File: src/clock_config_pkg.sv
// package of the clock configuration block: register offset, field positions, encodings
// assumes a single 200 MHz system clock domain and the plain register port
`default_nettype none
package clock_config_pkg;
   localparam logic [7:0] CFG0_OFFSET = 8'h04;
   localparam logic [7:0] CFG1_MIRROR_OFFSET = 8'h2c;
   localparam logic [7:0] MONITOR_OFFSET = 8'h08;
   localparam logic [31:0] CFG0_RESET = 32'h00000000;
   localparam int USB_MSB_BIT = 31;
   localparam int RESERVED_BIT = 30;
   localparam int PLL_MULTIPLIER_MSB_BIT = 29;
   localparam int ADC_MID_BIT = 28;
   localparam int CKOUT_LO = 24;
   localparam int USB_LO = 22;
   localparam int PLL_MULTIPLIER_LO = 18;
   localparam int PREDIV_LSB_BIT = 17;
   localparam int PLL_SOURCE_SELECT_BIT = 16;
   localparam int ADC_LO = 14;
   localparam int APB2_LO = 11;
   localparam int APB1_LO = 8;
   localparam int AHB_LO = 4;
   localparam int STATUS_LO = 2;
   localparam int REQ_LO = 0;
   // monitor register fields (block-local)
   localparam int MON_ENABLE_BIT = 0;
   localparam int MON_FLAG_BIT = 1;
   localparam int MON_CLEAR_BIT = 2;
   // cycles from loading the pending request to the status update, one cycle after the write
   localparam logic [3:0] SWITCH_LATENCY = 4'h8;

   typedef enum logic [1:0]
   {
      SRC_INTERNAL_RC_8MHZ = 2'b00,
      SRC_CRYSTAL = 2'b01,
      SRC_PLL = 2'b10,
      SRC_RESERVED = 2'b11
   } sysclk_src_e;

   typedef enum logic [3:0]
   {
      CKOUT_NONE = 4'h0,
      CKOUT_SYSTEM = 4'h4,
      CKOUT_INTERNAL_RC_8MHZ = 4'h5,
      CKOUT_CRYSTAL = 4'h6,
      CKOUT_PLL_HALF = 4'h7,
      CKOUT_PLL1 = 4'h8,
      CKOUT_PLL2_HALF = 4'h9,
      CKOUT_HIGHSPEED_CRYSTAL_OSC = 4'ha,
      CKOUT_PLL2 = 4'hb,
      CKOUT_INTERNAL_RC_48MHZ = 4'hc,
      CKOUT_INTERNAL_RC_48MHZ_DIV8 = 4'hd
   } ckout_sel_e;

   // pll and usb ratios in half steps (value x2) so 1.5, 2.5, 3.5 and 6.5 stay integer; the other dividers are plain
   typedef struct packed
   {
      logic [5:0] pll_mult_x2;
      logic [3:0] usb_div_x2;
      logic [9:0] ahb_div;
      logic [4:0] apb1_div;
      logic [4:0] apb2_div;
      logic [4:0] adc_div;
      logic adc_from_ahb;
      logic pll_from_ext;
      logic pll_use_48m;
      logic prediv_by2;
      ckout_sel_e ckout;
   } clock_ctrl_s;
endpackage
`default_nettype wire

File: src/clock_config.sv
// clock configuration register 0 with decoded divider and mux controls
// assumes strobes are single-cycle and synchronous to clock_in; event inputs are async pins
`default_nettype none
// Summary of operation
// whole register resets to zero: internal 8 MHz source, no ahb or apb division, no clock out
// clock out select 00xx none, 0100 system, 0101 internal_rc_8mhz, 0110 crystal, 0111 pll/2
// clock out 1000 pll1, 1001 pll2/2, 1010 crystal, 1011 pll2, 1100 48m, 1101 48m/8
// usb prescaler from bit31 and 23:22 divides pll by 1.5,1,2.5,2,3,3.5,4
// usb prescaler bits cannot be cleared while usb clock is enabled
// software keeps the usb clock at exactly 48 MHz
// pll multiplier codes 0 to 12 give code plus two, 13 gives 6.5
// codes 14,15 give 16; 16 to 30 give code plus one; 31 gives 31
// software keeps the pll output at or below 120 MHz
// bit 17 always equals predivider bit 0 of the second register
// with predivider bits 3:1 zero, bit 17 alone selects divide by two
// bit 16 picks internal_rc_8mhz/2 or crystal/48m chosen by the preselect bit
// adc prescaler codes 0000-0111 divide apb2 by 2,4,6,8,2,12,16,16
// adc msb set: 1x00 ahb/3, 1x01 and 1x11 ahb/5, 1x10 undefined
// apb2 divider 0xx none, 100-111 divide by 2,4,8,16
// apb1 divider uses the apb2 encoding
// software keeps apb1 at or below 60 MHz
// ahb divider 0xxx none, 1000-1111 divide by 2,4,8,16,64,128,256,512
// bits 3:2 report the active source: 00 internal_rc_8mhz, 01 crystal, 10 pll
// bits 1:0 request a source; status follows after switch latency
// deep-sleep or standby exit and crystal failure force the internal_rc_8mhz source
// software writes reserved bit 30 as zero
// enabled monitor seeing a stuck crystal switches to internal_rc_8mhz and forces it on
// stuck crystal sets a flag cleared by writing one to its clear bit
// reserved source request 11 is ignored; current source is kept
module clock_config
(
   input wire logic clock_in,
   input wire logic arst_n_in,
   input wire logic [7:0] addr_in,
   input wire logic [31:0] wdata_in,
   input wire logic write_in,
   input wire logic read_in,
   output logic [31:0] rdata_out,
   input wire logic usb_clock_enabled_in,
   input wire logic [3:0] pll_predivider_in,
   input wire logic pll_preselect_in,
   input wire logic adc_prescaler_msb_in,
   input wire logic lowpower_exit_in,
   input wire logic crystal_stuck_in,
   output logic predivider_lsb_write_out,
   output logic predivider_lsb_value_out,
   output logic [1:0] sysclk_select_out,
   output logic internal_rc_8mhz_force_on_out,
   output clock_config_pkg::clock_ctrl_s ctrl_out
);
   // =====================================================
   // input synchronisers
   // =====================================================
   logic [1:0] exit_sync_ff;
   logic [1:0] stuck_sync_ff;
   logic exit_seen_ff;
   always_ff @(posedge clock_in or negedge arst_n_in)
   begin
      if (!arst_n_in)
      begin
         exit_sync_ff <= 2'h0;
         stuck_sync_ff <= 2'h0;
         exit_seen_ff <= 1'b0;
      end
      else
      begin
         exit_sync_ff <= {exit_sync_ff[0], lowpower_exit_in};
         stuck_sync_ff <= {stuck_sync_ff[0], crystal_stuck_in};
         exit_seen_ff <= exit_sync_ff[1];
      end
   end
   logic exit_pulse;
   logic stuck_level;
   assign exit_pulse = exit_sync_ff[1] & ~exit_seen_ff;
   assign stuck_level = stuck_sync_ff[1];

   // =====================================================
   // register storage
   // =====================================================
   logic cfg0_wr;
   logic mon_wr;
   assign cfg0_wr = write_in && (addr_in == clock_config_pkg::CFG0_OFFSET);
   assign mon_wr = write_in && (addr_in == clock_config_pkg::MONITOR_OFFSET);

   logic [31:0] cfg_ff;
   logic monitor_en_ff;
   logic stuck_flag_ff;
   logic crystal_fail;
   logic [1:0] status_ff;
   logic [1:0] pending_ff;
   logic [3:0] switch_cnt_ff;
   logic force_irc;

   // crystal feeds the system clock directly or via the pll source
   assign crystal_fail = monitor_en_ff && stuck_level &&
      ((status_ff == clock_config_pkg::SRC_CRYSTAL) ||
       ((status_ff == clock_config_pkg::SRC_PLL) && cfg_ff[clock_config_pkg::PLL_SOURCE_SELECT_BIT]
        && !pll_preselect_in));
   assign force_irc = exit_pulse || crystal_fail;

   logic [31:0] nxt_cfg;
   logic [2:0] old_usb;
   logic [2:0] new_usb;
   always_comb
   begin
      nxt_cfg = cfg_ff;
      old_usb = {cfg_ff[clock_config_pkg::USB_MSB_BIT],
                 cfg_ff[clock_config_pkg::USB_LO+1:clock_config_pkg::USB_LO]};
      new_usb = {wdata_in[clock_config_pkg::USB_MSB_BIT],
                 wdata_in[clock_config_pkg::USB_LO+1:clock_config_pkg::USB_LO]};
      if (cfg0_wr)
      begin
         nxt_cfg = wdata_in;
         nxt_cfg[clock_config_pkg::RESERVED_BIT] = 1'b0;
         nxt_cfg[clock_config_pkg::STATUS_LO+1:clock_config_pkg::STATUS_LO] = 2'h0;
         // a write that would clear any usb bit keeps the old field while usb runs
         if (usb_clock_enabled_in && ((old_usb & ~new_usb) != 3'h0))
         begin
            nxt_cfg[clock_config_pkg::USB_MSB_BIT] = old_usb[2];
            nxt_cfg[clock_config_pkg::USB_LO+1:clock_config_pkg::USB_LO] = old_usb[1:0];
         end
         if (wdata_in[clock_config_pkg::REQ_LO+1:clock_config_pkg::REQ_LO] ==
             clock_config_pkg::SRC_RESERVED)
            nxt_cfg[clock_config_pkg::REQ_LO+1:clock_config_pkg::REQ_LO] =
               cfg_ff[clock_config_pkg::REQ_LO+1:clock_config_pkg::REQ_LO];
      end
      // the mirror always follows the second register
      nxt_cfg[clock_config_pkg::PREDIV_LSB_BIT] = pll_predivider_in[0];
      if (force_irc)
         nxt_cfg[clock_config_pkg::REQ_LO+1:clock_config_pkg::REQ_LO] =
            clock_config_pkg::SRC_INTERNAL_RC_8MHZ;
   end

   always_ff @(posedge clock_in or negedge arst_n_in)
   begin
      if (!arst_n_in)
         cfg_ff <= clock_config_pkg::CFG0_RESET;
      else
         cfg_ff <= nxt_cfg;
   end

   // writes to bit 17 are passed to the second register, which owns the bit
   assign predivider_lsb_write_out = cfg0_wr;
   assign predivider_lsb_value_out = wdata_in[clock_config_pkg::PREDIV_LSB_BIT];

   // =====================================================
   // crystal monitor control and flag
   // =====================================================
   always_ff @(posedge clock_in or negedge arst_n_in)
   begin
      if (!arst_n_in)
         monitor_en_ff <= 1'b0;
      else if (mon_wr)
         monitor_en_ff <= wdata_in[clock_config_pkg::MON_ENABLE_BIT];
   end

   // set wins over a same-cycle clear
   always_ff @(posedge clock_in or negedge arst_n_in)
   begin
      if (!arst_n_in)
         stuck_flag_ff <= 1'b0;
      else if (monitor_en_ff && stuck_level)
         stuck_flag_ff <= 1'b1;
      else if (mon_wr && wdata_in[clock_config_pkg::MON_CLEAR_BIT])
         stuck_flag_ff <= 1'b0;
   end
   assign internal_rc_8mhz_force_on_out = monitor_en_ff;

   // =====================================================
   // source switch with latency
   // =====================================================
   // the mux itself lives outside; the counter models its settling time
   always_ff @(posedge clock_in or negedge arst_n_in)
   begin
      if (!arst_n_in)
      begin
         status_ff <= clock_config_pkg::SRC_INTERNAL_RC_8MHZ;
         pending_ff <= clock_config_pkg::SRC_INTERNAL_RC_8MHZ;
         switch_cnt_ff <= 4'h0;
      end
      else if (force_irc)
      begin
         status_ff <= clock_config_pkg::SRC_INTERNAL_RC_8MHZ;
         pending_ff <= clock_config_pkg::SRC_INTERNAL_RC_8MHZ;
         switch_cnt_ff <= 4'h0;
      end
      else if (cfg_ff[1:0] != pending_ff)
      begin
         pending_ff <= cfg_ff[1:0];
         switch_cnt_ff <= clock_config_pkg::SWITCH_LATENCY;
      end
      else if (switch_cnt_ff != 4'h0)
      begin
         switch_cnt_ff <= switch_cnt_ff - 4'h1;
         if (switch_cnt_ff == 4'h1)
            status_ff <= pending_ff;
      end
   end
   assign sysclk_select_out = status_ff;

   // =====================================================
   // field decoders
   // =====================================================
   function automatic logic [4:0] apb_div(input logic [2:0] code);
      logic [4:0] r;
      r = 5'h01;
      if (code[2])
         r = 5'(5'h02 << code[1:0]);
      return r;
   endfunction

   function automatic logic [5:0] pll_mult_x2(input logic [4:0] code);
      logic [5:0] r;
      if (code <= 5'h0c)
         r = 6'((code + 5'h02) << 1);
      else if (code == 5'h0d)
         r = 6'h0d;
      else if (code <= 5'h0f)
         r = 6'h20;
      else if (code == 5'h1f)
         r = 6'h3e;
      else
         r = 6'({1'b0, code} + 6'h01) << 1;
      return r;
   endfunction

   logic [4:0] mult_code;
   logic [2:0] usb_code;
   logic [3:0] adc_code;
   logic [3:0] ahb_code;
   logic [3:0] ckout_code;
   assign mult_code = {cfg_ff[clock_config_pkg::PLL_MULTIPLIER_MSB_BIT],
                       cfg_ff[clock_config_pkg::PLL_MULTIPLIER_LO+3:clock_config_pkg::PLL_MULTIPLIER_LO]};
   assign usb_code = {cfg_ff[clock_config_pkg::USB_MSB_BIT],
                      cfg_ff[clock_config_pkg::USB_LO+1:clock_config_pkg::USB_LO]};
   assign adc_code = {adc_prescaler_msb_in, cfg_ff[clock_config_pkg::ADC_MID_BIT],
                      cfg_ff[clock_config_pkg::ADC_LO+1:clock_config_pkg::ADC_LO]};
   assign ahb_code = cfg_ff[clock_config_pkg::AHB_LO+3:clock_config_pkg::AHB_LO];
   assign ckout_code = cfg_ff[clock_config_pkg::CKOUT_LO+3:clock_config_pkg::CKOUT_LO];

   clock_config_pkg::clock_ctrl_s nxt_ctrl;
   always_comb
   begin
      nxt_ctrl = '0;
      nxt_ctrl.pll_mult_x2 = pll_mult_x2(mult_code);
      unique case (usb_code)
         3'h0: nxt_ctrl.usb_div_x2 = 4'h3;
         3'h1: nxt_ctrl.usb_div_x2 = 4'h2;
         3'h2: nxt_ctrl.usb_div_x2 = 4'h5;
         3'h3: nxt_ctrl.usb_div_x2 = 4'h4;
         3'h4: nxt_ctrl.usb_div_x2 = 4'h6;
         3'h5: nxt_ctrl.usb_div_x2 = 4'h7;
         default: nxt_ctrl.usb_div_x2 = 4'h8;
      endcase
      nxt_ctrl.ahb_div = 10'h001;
      if (ahb_code[3])
         nxt_ctrl.ahb_div = ahb_code[2] ? 10'(10'h040 << ahb_code[1:0])
                                        : 10'(10'h002 << ahb_code[1:0]);
      nxt_ctrl.apb2_div = apb_div(cfg_ff[clock_config_pkg::APB2_LO+2:clock_config_pkg::APB2_LO]);
      nxt_ctrl.apb1_div = apb_div(cfg_ff[clock_config_pkg::APB1_LO+2:clock_config_pkg::APB1_LO]);
      nxt_ctrl.adc_from_ahb = adc_code[3];
      if (adc_code[3])
         nxt_ctrl.adc_div = (adc_code[1:0] == 2'h0) ? 5'h03 : 5'h05; // 1x10 taken as /5
      else
         unique case (adc_code[2:0])
            3'h0: nxt_ctrl.adc_div = 5'h02;
            3'h1: nxt_ctrl.adc_div = 5'h04;
            3'h2: nxt_ctrl.adc_div = 5'h06;
            3'h3: nxt_ctrl.adc_div = 5'h08;
            3'h4: nxt_ctrl.adc_div = 5'h02;
            3'h5: nxt_ctrl.adc_div = 5'h0c;
            default: nxt_ctrl.adc_div = 5'h10;
         endcase
      nxt_ctrl.pll_from_ext = cfg_ff[clock_config_pkg::PLL_SOURCE_SELECT_BIT];
      nxt_ctrl.pll_use_48m = cfg_ff[clock_config_pkg::PLL_SOURCE_SELECT_BIT] & pll_preselect_in;
      nxt_ctrl.prediv_by2 = (pll_predivider_in[3:1] == 3'h0) &&
                            cfg_ff[clock_config_pkg::PREDIV_LSB_BIT];
      // codes 1110 and 1111 have no source and drive nothing
      if ((ckout_code[3:2] == 2'h0) || (ckout_code > 4'hd))
         nxt_ctrl.ckout = clock_config_pkg::CKOUT_NONE;
      else
         nxt_ctrl.ckout = clock_config_pkg::ckout_sel_e'(ckout_code);
   end

   always_ff @(posedge clock_in or negedge arst_n_in)
   begin
      if (!arst_n_in)
         ctrl_out <= '0;
      else
         ctrl_out <= nxt_ctrl;
   end

   // =====================================================
   // read port
   // =====================================================
   always_ff @(posedge clock_in or negedge arst_n_in)
   begin
      if (!arst_n_in)
         rdata_out <= 32'h00000000;
      else if (read_in && (addr_in == clock_config_pkg::CFG0_OFFSET))
         rdata_out <= {cfg_ff[31:4], status_ff, cfg_ff[1:0]};
      else if (read_in && (addr_in == clock_config_pkg::MONITOR_OFFSET))
         rdata_out <= {30'h0, stuck_flag_ff, monitor_en_ff};
      else
         rdata_out <= 32'h00000000;
   end
endmodule
`default_nettype wire

File: config.mk
export PLATFORM = sky130hd
export DESIGN_NAME = clock_config
export DESIGN_NICKNAME = d
export VERILOG_FILES = /design/src/clock_config_pkg.sv /design/src/clock_config.sv
export SDC_FILE = /design/constraint.sdc
export NUM_CORES = 1
export LEC_CHECK = 0
export BUFFER_PORTS_ARGS = -buffer_cell sky130_fd_sc_hd__buf_2
export CAP_MARGIN = 25
export CORE_ASPECT_RATIO = 1.4
export CORE_MARGIN = 5
export CORE_UTILIZATION = 50
export DETAILED_ROUTE_END_ITERATION = 7
export PLACE_DENSITY_LB_ADDON = 0.1
export SKIP_LAST_GASP = 1
export SLEW_MARGIN = 10
export SYNTH_ARGS = -nofsm -noshare
export SYNTH_HDL_FRONTEND = slang
export SYNTH_SLANG_ARGS = --single-unit
File: constraint.sdc
create_clock -name clock_in -period 4.3 [get_ports clock_in]
set_clock_uncertainty 0.05 [all_clocks]
set_input_delay 0.43 -clock clock_in [delete_from_list [all_inputs] [get_ports clock_in]]
set_output_delay 0.43 -clock clock_in [all_outputs]
set_load 0.1 [all_outputs]
======== Yosys cells after proc, flatten, opt, wreduce, memory -nomap -nowiden ========
Index checks and enable logic that the tools add are counted.
operators by class
  bitwise logic cells ..................... 6
  reduce and logical (&&, ||, !) cells .... 32
  shift operators ......................... 4
  add/subtract/negate cells ............... 3
  mux-type cells .......................... 29
  equal/unequal tests ..................... 21
  $lt $le $gt $ge ......................... 3
operators by type and width
  operator              number
  $mux 32               1
  $pmux 5 s5            1
  $mux 6                4
  $pmux 4 s6            1
  $mux 10               2
  $mux 2                10
  $mux 4                4
  $mux 5                3
  $eq 3x2->1 const B    4
  $eq 3x3->1 const B    4
  $logic_and 1x1->1     11
  $le 5x4->1 const B    2
  $reduce_bool 2->1     5
  $shl 2x2->10 const A  1
  $shl 2x2->5 const A   2
  $shl 7x2->10 const A  1
  $logic_not 3->1       3
  $eq 8x3->1 const B    1
  $eq 8x4->1 const B    1
  $eq 3x1->1 const B    2
  $reduce_bool 3->1     2
  $add 5x1->5 const B   1
  $add 5x2->5 const B   1
  $eq 5x4->1 const B    1
  21 further kinds      30
storage, ports and cells
  bits of input ports ..................... 53
  output and inout bits ................... 80
  flip-flop bits (word level) ............. 119
  logic and storage cells ................. 122

======== Depth between registers and ports, before layout ========
Gate-level depths: netlist of the first run.
  depth in word-level cells ............... 8
  gate-level depth with buffers ........... 6
  gate-level depth less buffers ........... 6

======== Least setup slack after synthesis of the first run ========
No wires, ideal clock.
  path kind ............................... input -> output
  start ................................... input addr_in[7]
  end ..................................... output predivider_lsb_write_out
  stages on the path ...................... 5
  arrival ................................. 1.777 ns
  path slack .............................. 2.043 ns
  buffers on the path ..................... 2
  required time ........................... 3.820 ns
  cell sequence ........................... nor4_4 > nand4_2 > buf_6 > buf_6 > inv_1
on the way
  cells in the longest elaborated chain, start to end .. 2
RTL lines
  item                line                RTL
  start: declaration  clock_config.sv:34  input wire logic [7:0] addr_in,
  $eq 8x3->1          clock_config.sv:82  assign cfg0_wr = write_in && (addr_in == clock_config_pkg::CFG0_OFFSET);
  $logic_and 1x1->1   clock_config.sv:82
  end: declaration    clock_config.sv:45  output logic predivider_lsb_write_out,
No other way between the ends.

======== Worst setup path in the final report of the first run ========
Same ends and word-level chain as after synthesis.

==> results of run 1 <==
repair_timing:
item	4_1_cts	5_1_grt
hold endpoints to repair	40	0
gates resized for setup	0	0
hold buffers	1	0
per-stage QoR:
stage	power (mW)	hold slack, ps	area [sq um]	instances	util [%]
2_1_floorplan	1.44	84.4	4430	323	-
3_3_place_gp	1.52	284	5110	543	59.4
3_5_place_dp	1.53	285	5150	545	59.9
4_1_cts	2.91	65.0	5750	577	66.7
5_1_grt	3.00	64.5	5750	577	66.7
6_report	2.88	83.6	5750	577	66.7
cell usage after synthesis, drive strengths merged:
library cell  count
and2             33
ha                7
and3b             1
nand2            11
a2bb2oi           2
xnor2             6
a21boi            3
nand4             4
a21oi             3
buf               9
inv              13
and3              3
nor2b             8
and4              1
nand2b            4
o31ai             1
nand3b            1
o21a              3
a31oi             1
nor4b             1
o22a              1
a22o              2
conb              1
nor3              5
o221ai            1
o21ai             2
xor2              3
nor4              1
o221a             2
dfrtp           116
nor2             23
a31o              1
clkbuf            4
nand3             4
a21o              2
mux2i             3
a22oi             3
o2111a            1
mux2             27
nor3b             5
layer usage:
| layer | GRT usage [%] | part of all wire, % | vias to the layer above |
|---|---|---|---|
| li1 | - | - | 1348 |
| met1 | 20.1 | 38 | 1351 |
| met2 | 28.8 | 52 | 100 |
| met3 | 5.50 | 7.8 | 14 |
| met4 | 8.38 | 1.9 | 0 |
| met5 | 0 | 0 | - |
kinds of logic (layout without fill, tap and decap cells):
logic type,Yosys count,in the layout
AOI/OAI and AO/OA,28,28
xor gates and xnor gates,9,9
adders and majority gates,7,7
buffers and inverters,26,175
DFF,116,116
muxes,30,30
other,1,2
and+or+nand+nor,105,105
flip-flops by register name (all words and copies together), names as in the netlist:
register / cells
switch_cnt_ff: 4
stuck_sync_ff: 2
rdata_out: 31
stuck_flag_ff: 1
ctrl_out: 41
exit_sync_ff: 2
exit_seen_ff: 1
pending_ff: 2
internal_rc_8mhz_force_on_out: 1
cfg_ff: 29
sysclk_select_out: 2
power groups by stage:
stage	logic, mW	clock network (mW)	registers (mW)
global placement	0.327	0	1.19
detailed placement	0.336	0	1.20
floorplan	0.151	0	1.29
CTS	0.340	1.39	1.18
finish	0.333	1.37	1.18
global route	0.368	1.45	1.18
path summary, 6_finish.rpt:
| check | start | end | slack (ps) | cells after the start |
|---|---|---|---|---|
| max | addr_in[7] | predivider_lsb_write_out | 2260 | 5 |
| min | lowpower_exit_in | exit_sync_ff[0] | 80 | 1 |
| max reg2reg | cfg_ff[18] | ctrl_out[39] | 2520 | 6 |
| min reg2reg | stuck_sync_ff[0] | stuck_sync_ff[1] | 300 | 0 |
| max in group asynchronous | arst_n_in | rdata_out[27] | 2930 | 3 |
| min in group asynchronous | arst_n_in | ctrl_out[18] | 510 | 2 |
cell type report:
class                   instances  area [sq um]  share of cell area [%]
well taps                     105           131                    2.29
inverters                      13          48.8                   0.849
clock inverters                11           135                    2.35
flip-flops and latches        116          2900                    50.5
clock buffers                  20           447                    7.77
repair buffers                131           701                    12.2
multi-input cells             181          1380                    24.0
==> out/metrics.yaml, run 1 <==
power_and_ir_drop:
  switching_share_pct: 24.7
  power_frac_seq_pct: 40.9
  switchingPower_uw: 711
  peakVddDrop_uv: 386
  pwr-share-clk_pct: 47.5
  p_leak_nw: 3.12
  p_int_mw: 2.16
  p_per_area_mw_per_mm2: 501
  p_comb_share_pct: 11.6
routing:
  drc: 0
  routed_wl_mm: 8.61
  drtIter0Drc: 109
  route.vias.total: 2813
  dr.pass1.iters: 4
  via_per_inst: 4.88
  wl_per_cell_microns: 14.9
  antenna_left: 0
synth:
  synth-xor-area-share_pct: 1.78
  yosysSeqAreaShare_pct: 65.5
  ys_top_cells_by_area: "dfrtp_1 (66%), mux2_4 (5.1%), and2_1 (4.7%), mux2_2 (3.1%), ha_1 (2.0%)"
  synth_fa_ha_area_share_pct: 1.98
  muxShareOfSynthArea_pct: 8.81
  synthSimpleGateAreaFrac_pct: 13.5
  yosys_warnings: 0
  synth_area_sq_mm: 0.00443
  syn_avg_cell_area_sq_um: 13.8
  synth-seq-cells: 116
  synth_top_family_by_area: "simple AND/OR/NAND/NOR gates"
  synthCells: 322
  synth-compound-area-share_pct: 4.89
  ys_types: 45
  yosysTopAreaCell: "dfrtp_1"
  synth_top_area_share_pct: 65.5
clocking:
  root_buffer: "clkbuf_16"
  worstSkewPairLatency_ps: 400
  cts_setup_buffers: 0
  clk_pin_slew_ps: 50
  cts_tree: "built"
  clockBufferDepth: 2
  h-tree-depth: 4
  clock_sinks: 116
  cts_made_buffers: 17
critical_path:
  path_class: "input pin to output port"
  worst_ep_required_time_ps: 3820
  start_kind: "input pin"
  crit_chain: "buf_2 > nor4_4 > nand4_2 > inv_1 > buf_2"
  slowest_delay_ps: 420
  cp_common_cell: "buf_2"
  path_buf_inv: 3
  crit_slowest_cell: "buf_2"
  path_delay_family: "buffers and inverters"
  cp.arrival_ps: 1560
  cp-end-kind: "output port"
  worstPathMaxFanout: 3
layout:
  nets: 520
  layout-drive-gt1-share_pct: 40.7
  layout_common_cells: "buf_2 (125), dfrtp_1 (116), and2_1 (33), nor2_1 (23), clkbuf_16 (17)"
  n_antenna_cell: 0
  layout_commonest_cell: "buf_2"
  nFillCells: 663
  synthToLayoutAreaGrowth_pct: 29.7
global_route:
  track_usage_pct: 17.4
  grt_pass1_wl_mm: 14.2
  antenna_found_initial: 0
  grt_max_degree: 49
  grt_pass1_vias: 2984
  gr-total-overflow: 0
timing:
  hold_viol_final: 0
  max_freq_ghz: 0.490
  finalCritPeriodShare_pct: 47.5
  rsz0062_at_grt: "false"
  tightest_slew_ps: 678
  slew_viol_final: 0
  max_slew_margin_pct: 54.6
  period_minus_slack_ps: 2040
  setup_violations: 0
  fin_ws_ps: 2260
  finalSetupTns_ps: 0
die:
  core_sq_mm: 0.00861
  die_x_microns: 89.5
  ios: 133
  die_height_microns: 121
  num_rows: 40
  initial_core_util_pct: 51.5
  dieArea_sq_mm: 0.0109
placed_design:
  hpwl_mm: 6.16
  gp_congestion: 0.763
  pre_cts_ws_ps: 2160
  portBuffers: 126
status:
  outcome: "finished clean"
run:
  max_cap_viol_count: 0
hold_path:
  worstHoldPathType: "input pin to register"
Power figures use the tool's default switching activity.
==> inputs of run 2 (changes only) <==
==> constraint.sdc (replaced) <==
create_clock -name clock_in -period 2 [get_ports clock_in]
set_clock_uncertainty 0.05 [all_clocks]
set_input_delay 0.2 -clock clock_in [delete_from_list [all_inputs] [get_ports clock_in]]
set_output_delay 0.2 -clock clock_in [all_outputs]
set_load 0.1 [all_outputs]
==> run 2 against run 1 <==
- total power up 120%
- cell area grew 6.4%
- non-clock buffer count up 36
==> out/metrics.yaml, run 2 (synthesis results as in run 1) <==
routing:
  route.vias.total: 2922  # +3.9%
  topRoutingLayerUsed: "met4"
  routed_wl_mm: 9.05  # +5.1%
  dr.pass1.iters: 4  # unchanged
  drc: 0  # unchanged
  drtIter0Drc: 171  # +57%
  antenna_left: 0  # unchanged
  wl_per_cell_microns: 14.7  # -1.3%
  via_per_inst: 4.76  # -2.4%
  met3WireLength_microns: 623  # -6.7%
  wl_met1_mm: 3.61  # +9.7%
  route.met2.wl_mm: 4.68  # +4.4%
timing:
  rsz0062_at_grt: "false"
  max_slew_margin_pct: 66.0  # +11 points
  tightest_slew_ps: 513  # -164 ps
  hold_viol_final: 0  # unchanged
  slew_viol_final: 0  # unchanged
  setup_violations: 0  # unchanged
  period_minus_slack_ps: 1750
  finalCritPeriodShare_pct: 87.3
  max_freq_ghz: 0.573
  finalSetupTns_ps: 0  # unchanged
layout:
  nets: 556  # +6.9%
  fin_area_sq_mm: 0.00611  # +6.4%
  n_antenna_cell: 0  # unchanged
  synthToLayoutAreaGrowth_pct: 38.0
  layout-drive-gt1-share_pct: 38.1  # -2.6 points
  layout_commonest_cell: "buf_2"
  top_regs: "ctrl_out x41, rdata_out x31, cfg_ff x29"
  largest_reg_flops: 41  # unchanged
  layout_common_cells: "buf_2 (124), dfrtp_1 (116), dlygate4sd3_1 (34), and2_1 (33), nor2_1 (23)"
  final_util_pct: 71.0  # +4.3 points
  regMostFlops: "ctrl_out"
critical_path:
  crit_slowest_cell: "dfrtp_1"
  path_class: "register to register"
  path_delay_family: "compound AO/OA/AOI/OAI gates"
  crit_chain: "inv_1 > ha_1 > and3b_1 > a22o_1 > a22oi_1 > o22a_1"
  reg2reg_depth: 6  # unchanged
  path_buf_inv: 1  # -2
  worstPathMaxFanout: 9  # +6
  cp-end-kind: "register"
  reg2reg_slack_ps: 250  # -2270 ps
  r2r-end: "ctrl_out[39]"
  slowest_delay_ps: 480  # +60 ps
  r2r_start: "cfg_ff[18]"
  cp.arrival_ps: 1980  # +420 ps
  start_kind: "register"
  worst_ep_required_time_ps: 2230  # -1590 ps
clocking:
  h-tree-depth: 4  # unchanged
  cts_made_buffers: 17  # unchanged
  root_buffer: "clkbuf_16"
  cts_setup_buffers: 0  # unchanged
  clock_sinks: 116  # unchanged
  cts_tree: "built"
  clockBufferDepth: 2  # unchanged
  ctsResizeCount: 0  # unchanged
  clk_pin_slew_ps: 50  # about the same
  postCtsHoldBufs: 34  # +33
  worstSkewPairLatency_ps: 400  # about the same
die:
  num_rows: 40  # unchanged
  die_height_microns: 121  # unchanged
  die_x_microns: 89.5  # unchanged
  ios: 133  # unchanged
  core_sq_mm: 0.00861  # unchanged
  dieArea_sq_mm: 0.0109  # unchanged
  initial_core_util_pct: 51.5  # unchanged
placed_design:
  gp_congestion: 0.762  # about the same
  hpwl_mm: 6.20  # +0.71%
  placed_cell_area_sq_mm: 0.00518  # +0.44%
  portBuffers: 126  # unchanged
global_route:
  antenna_found_initial: 0  # unchanged
  grt_pass1_wl_mm: 15.0  # +5.3%
  grt_pass1_vias: 3135  # +5.1%
  gr-total-overflow: 0  # unchanged
  track_usage_pct: 18.4  # +0.92 points
  grt_max_degree: 59  # +20%
hold_path:
  hold_start: "wdata_in[0]"
  whs_endpoint: "internal_rc_8mhz_force_on_out"
  hold_depth: 2  # +1
  worstHoldPathType: "input pin to register"
power_and_ir_drop:
  p_leak_nw: 3.27  # +4.8%
  p_per_area_mw_per_mm2: 1030  # +110%
  peakVddDrop_uv: 782  # +100%
status:
  outcome: "finished clean"
run:
  max_cap_viol_count: 0  # unchanged
run 2: worst max-delay path by stage:
stage,start,endpoint,cells past startpoint
floorplan,sysclk_select_out[0],cfg_ff[0],4
global placement,cfg_ff[18],ctrl_out[39],6
detailed placement,cfg_ff[18],ctrl_out[39],6
CTS,cfg_ff[18],ctrl_out[39],6
global route,cfg_ff[18],ctrl_out[39],6
finish,cfg_ff[18],ctrl_out[39],6
run 2: per-layer routing:
| metal | track usage [%] | vias to the layer above |
|---|---|---|
| met5 | 0 | - |
| met4 | 8.19 | 0 |
| met3 | 6.59 | 10 |
| met2 | 29.3 | 101 |
| met1 | 21.9 | 1386 |
| li1 | - | 1425 |
run 2: per-stage QoR:
stage	setup slack, ps	cells	power (mW)	hold slack [ps]
2_1_floorplan	8.47	323	3.10	-146
3_3_place_gp	331	548	3.27	148
3_5_place_dp	259	548	3.29	154
4_1_cts	245	614	6.36	7.41
5_1_grt	145	614	6.57	24.8
6_report	254	614	6.29	24.0
run 2: cell type report:
class | count | area, sq um
tap | 105 | 131
timing repair buffer | 167 | 1050
sequential | 116 | 2900
multi-input combinational | 181 | 1380
clock inverter | 9 | 128
fill | 624 | 2500
clock buffer | 23 | 468
inverter | 13 | 48.8
run 2: power breakdown:
part           switching, mW  internal (mW)  leakage (nW)
clock                  0.973           2.01         0.283
sequential            0.0767           2.45          1.55
combinational          0.493          0.278          1.43
run 2: worst register-to-register path, cell delays in order, from the launching register on:
cell,delay (ps)
dfrtp_1,480
inv_1,80
ha_1,240
and3b_1,280
a22o_1,210
a22oi_1,90
o22a_1,200
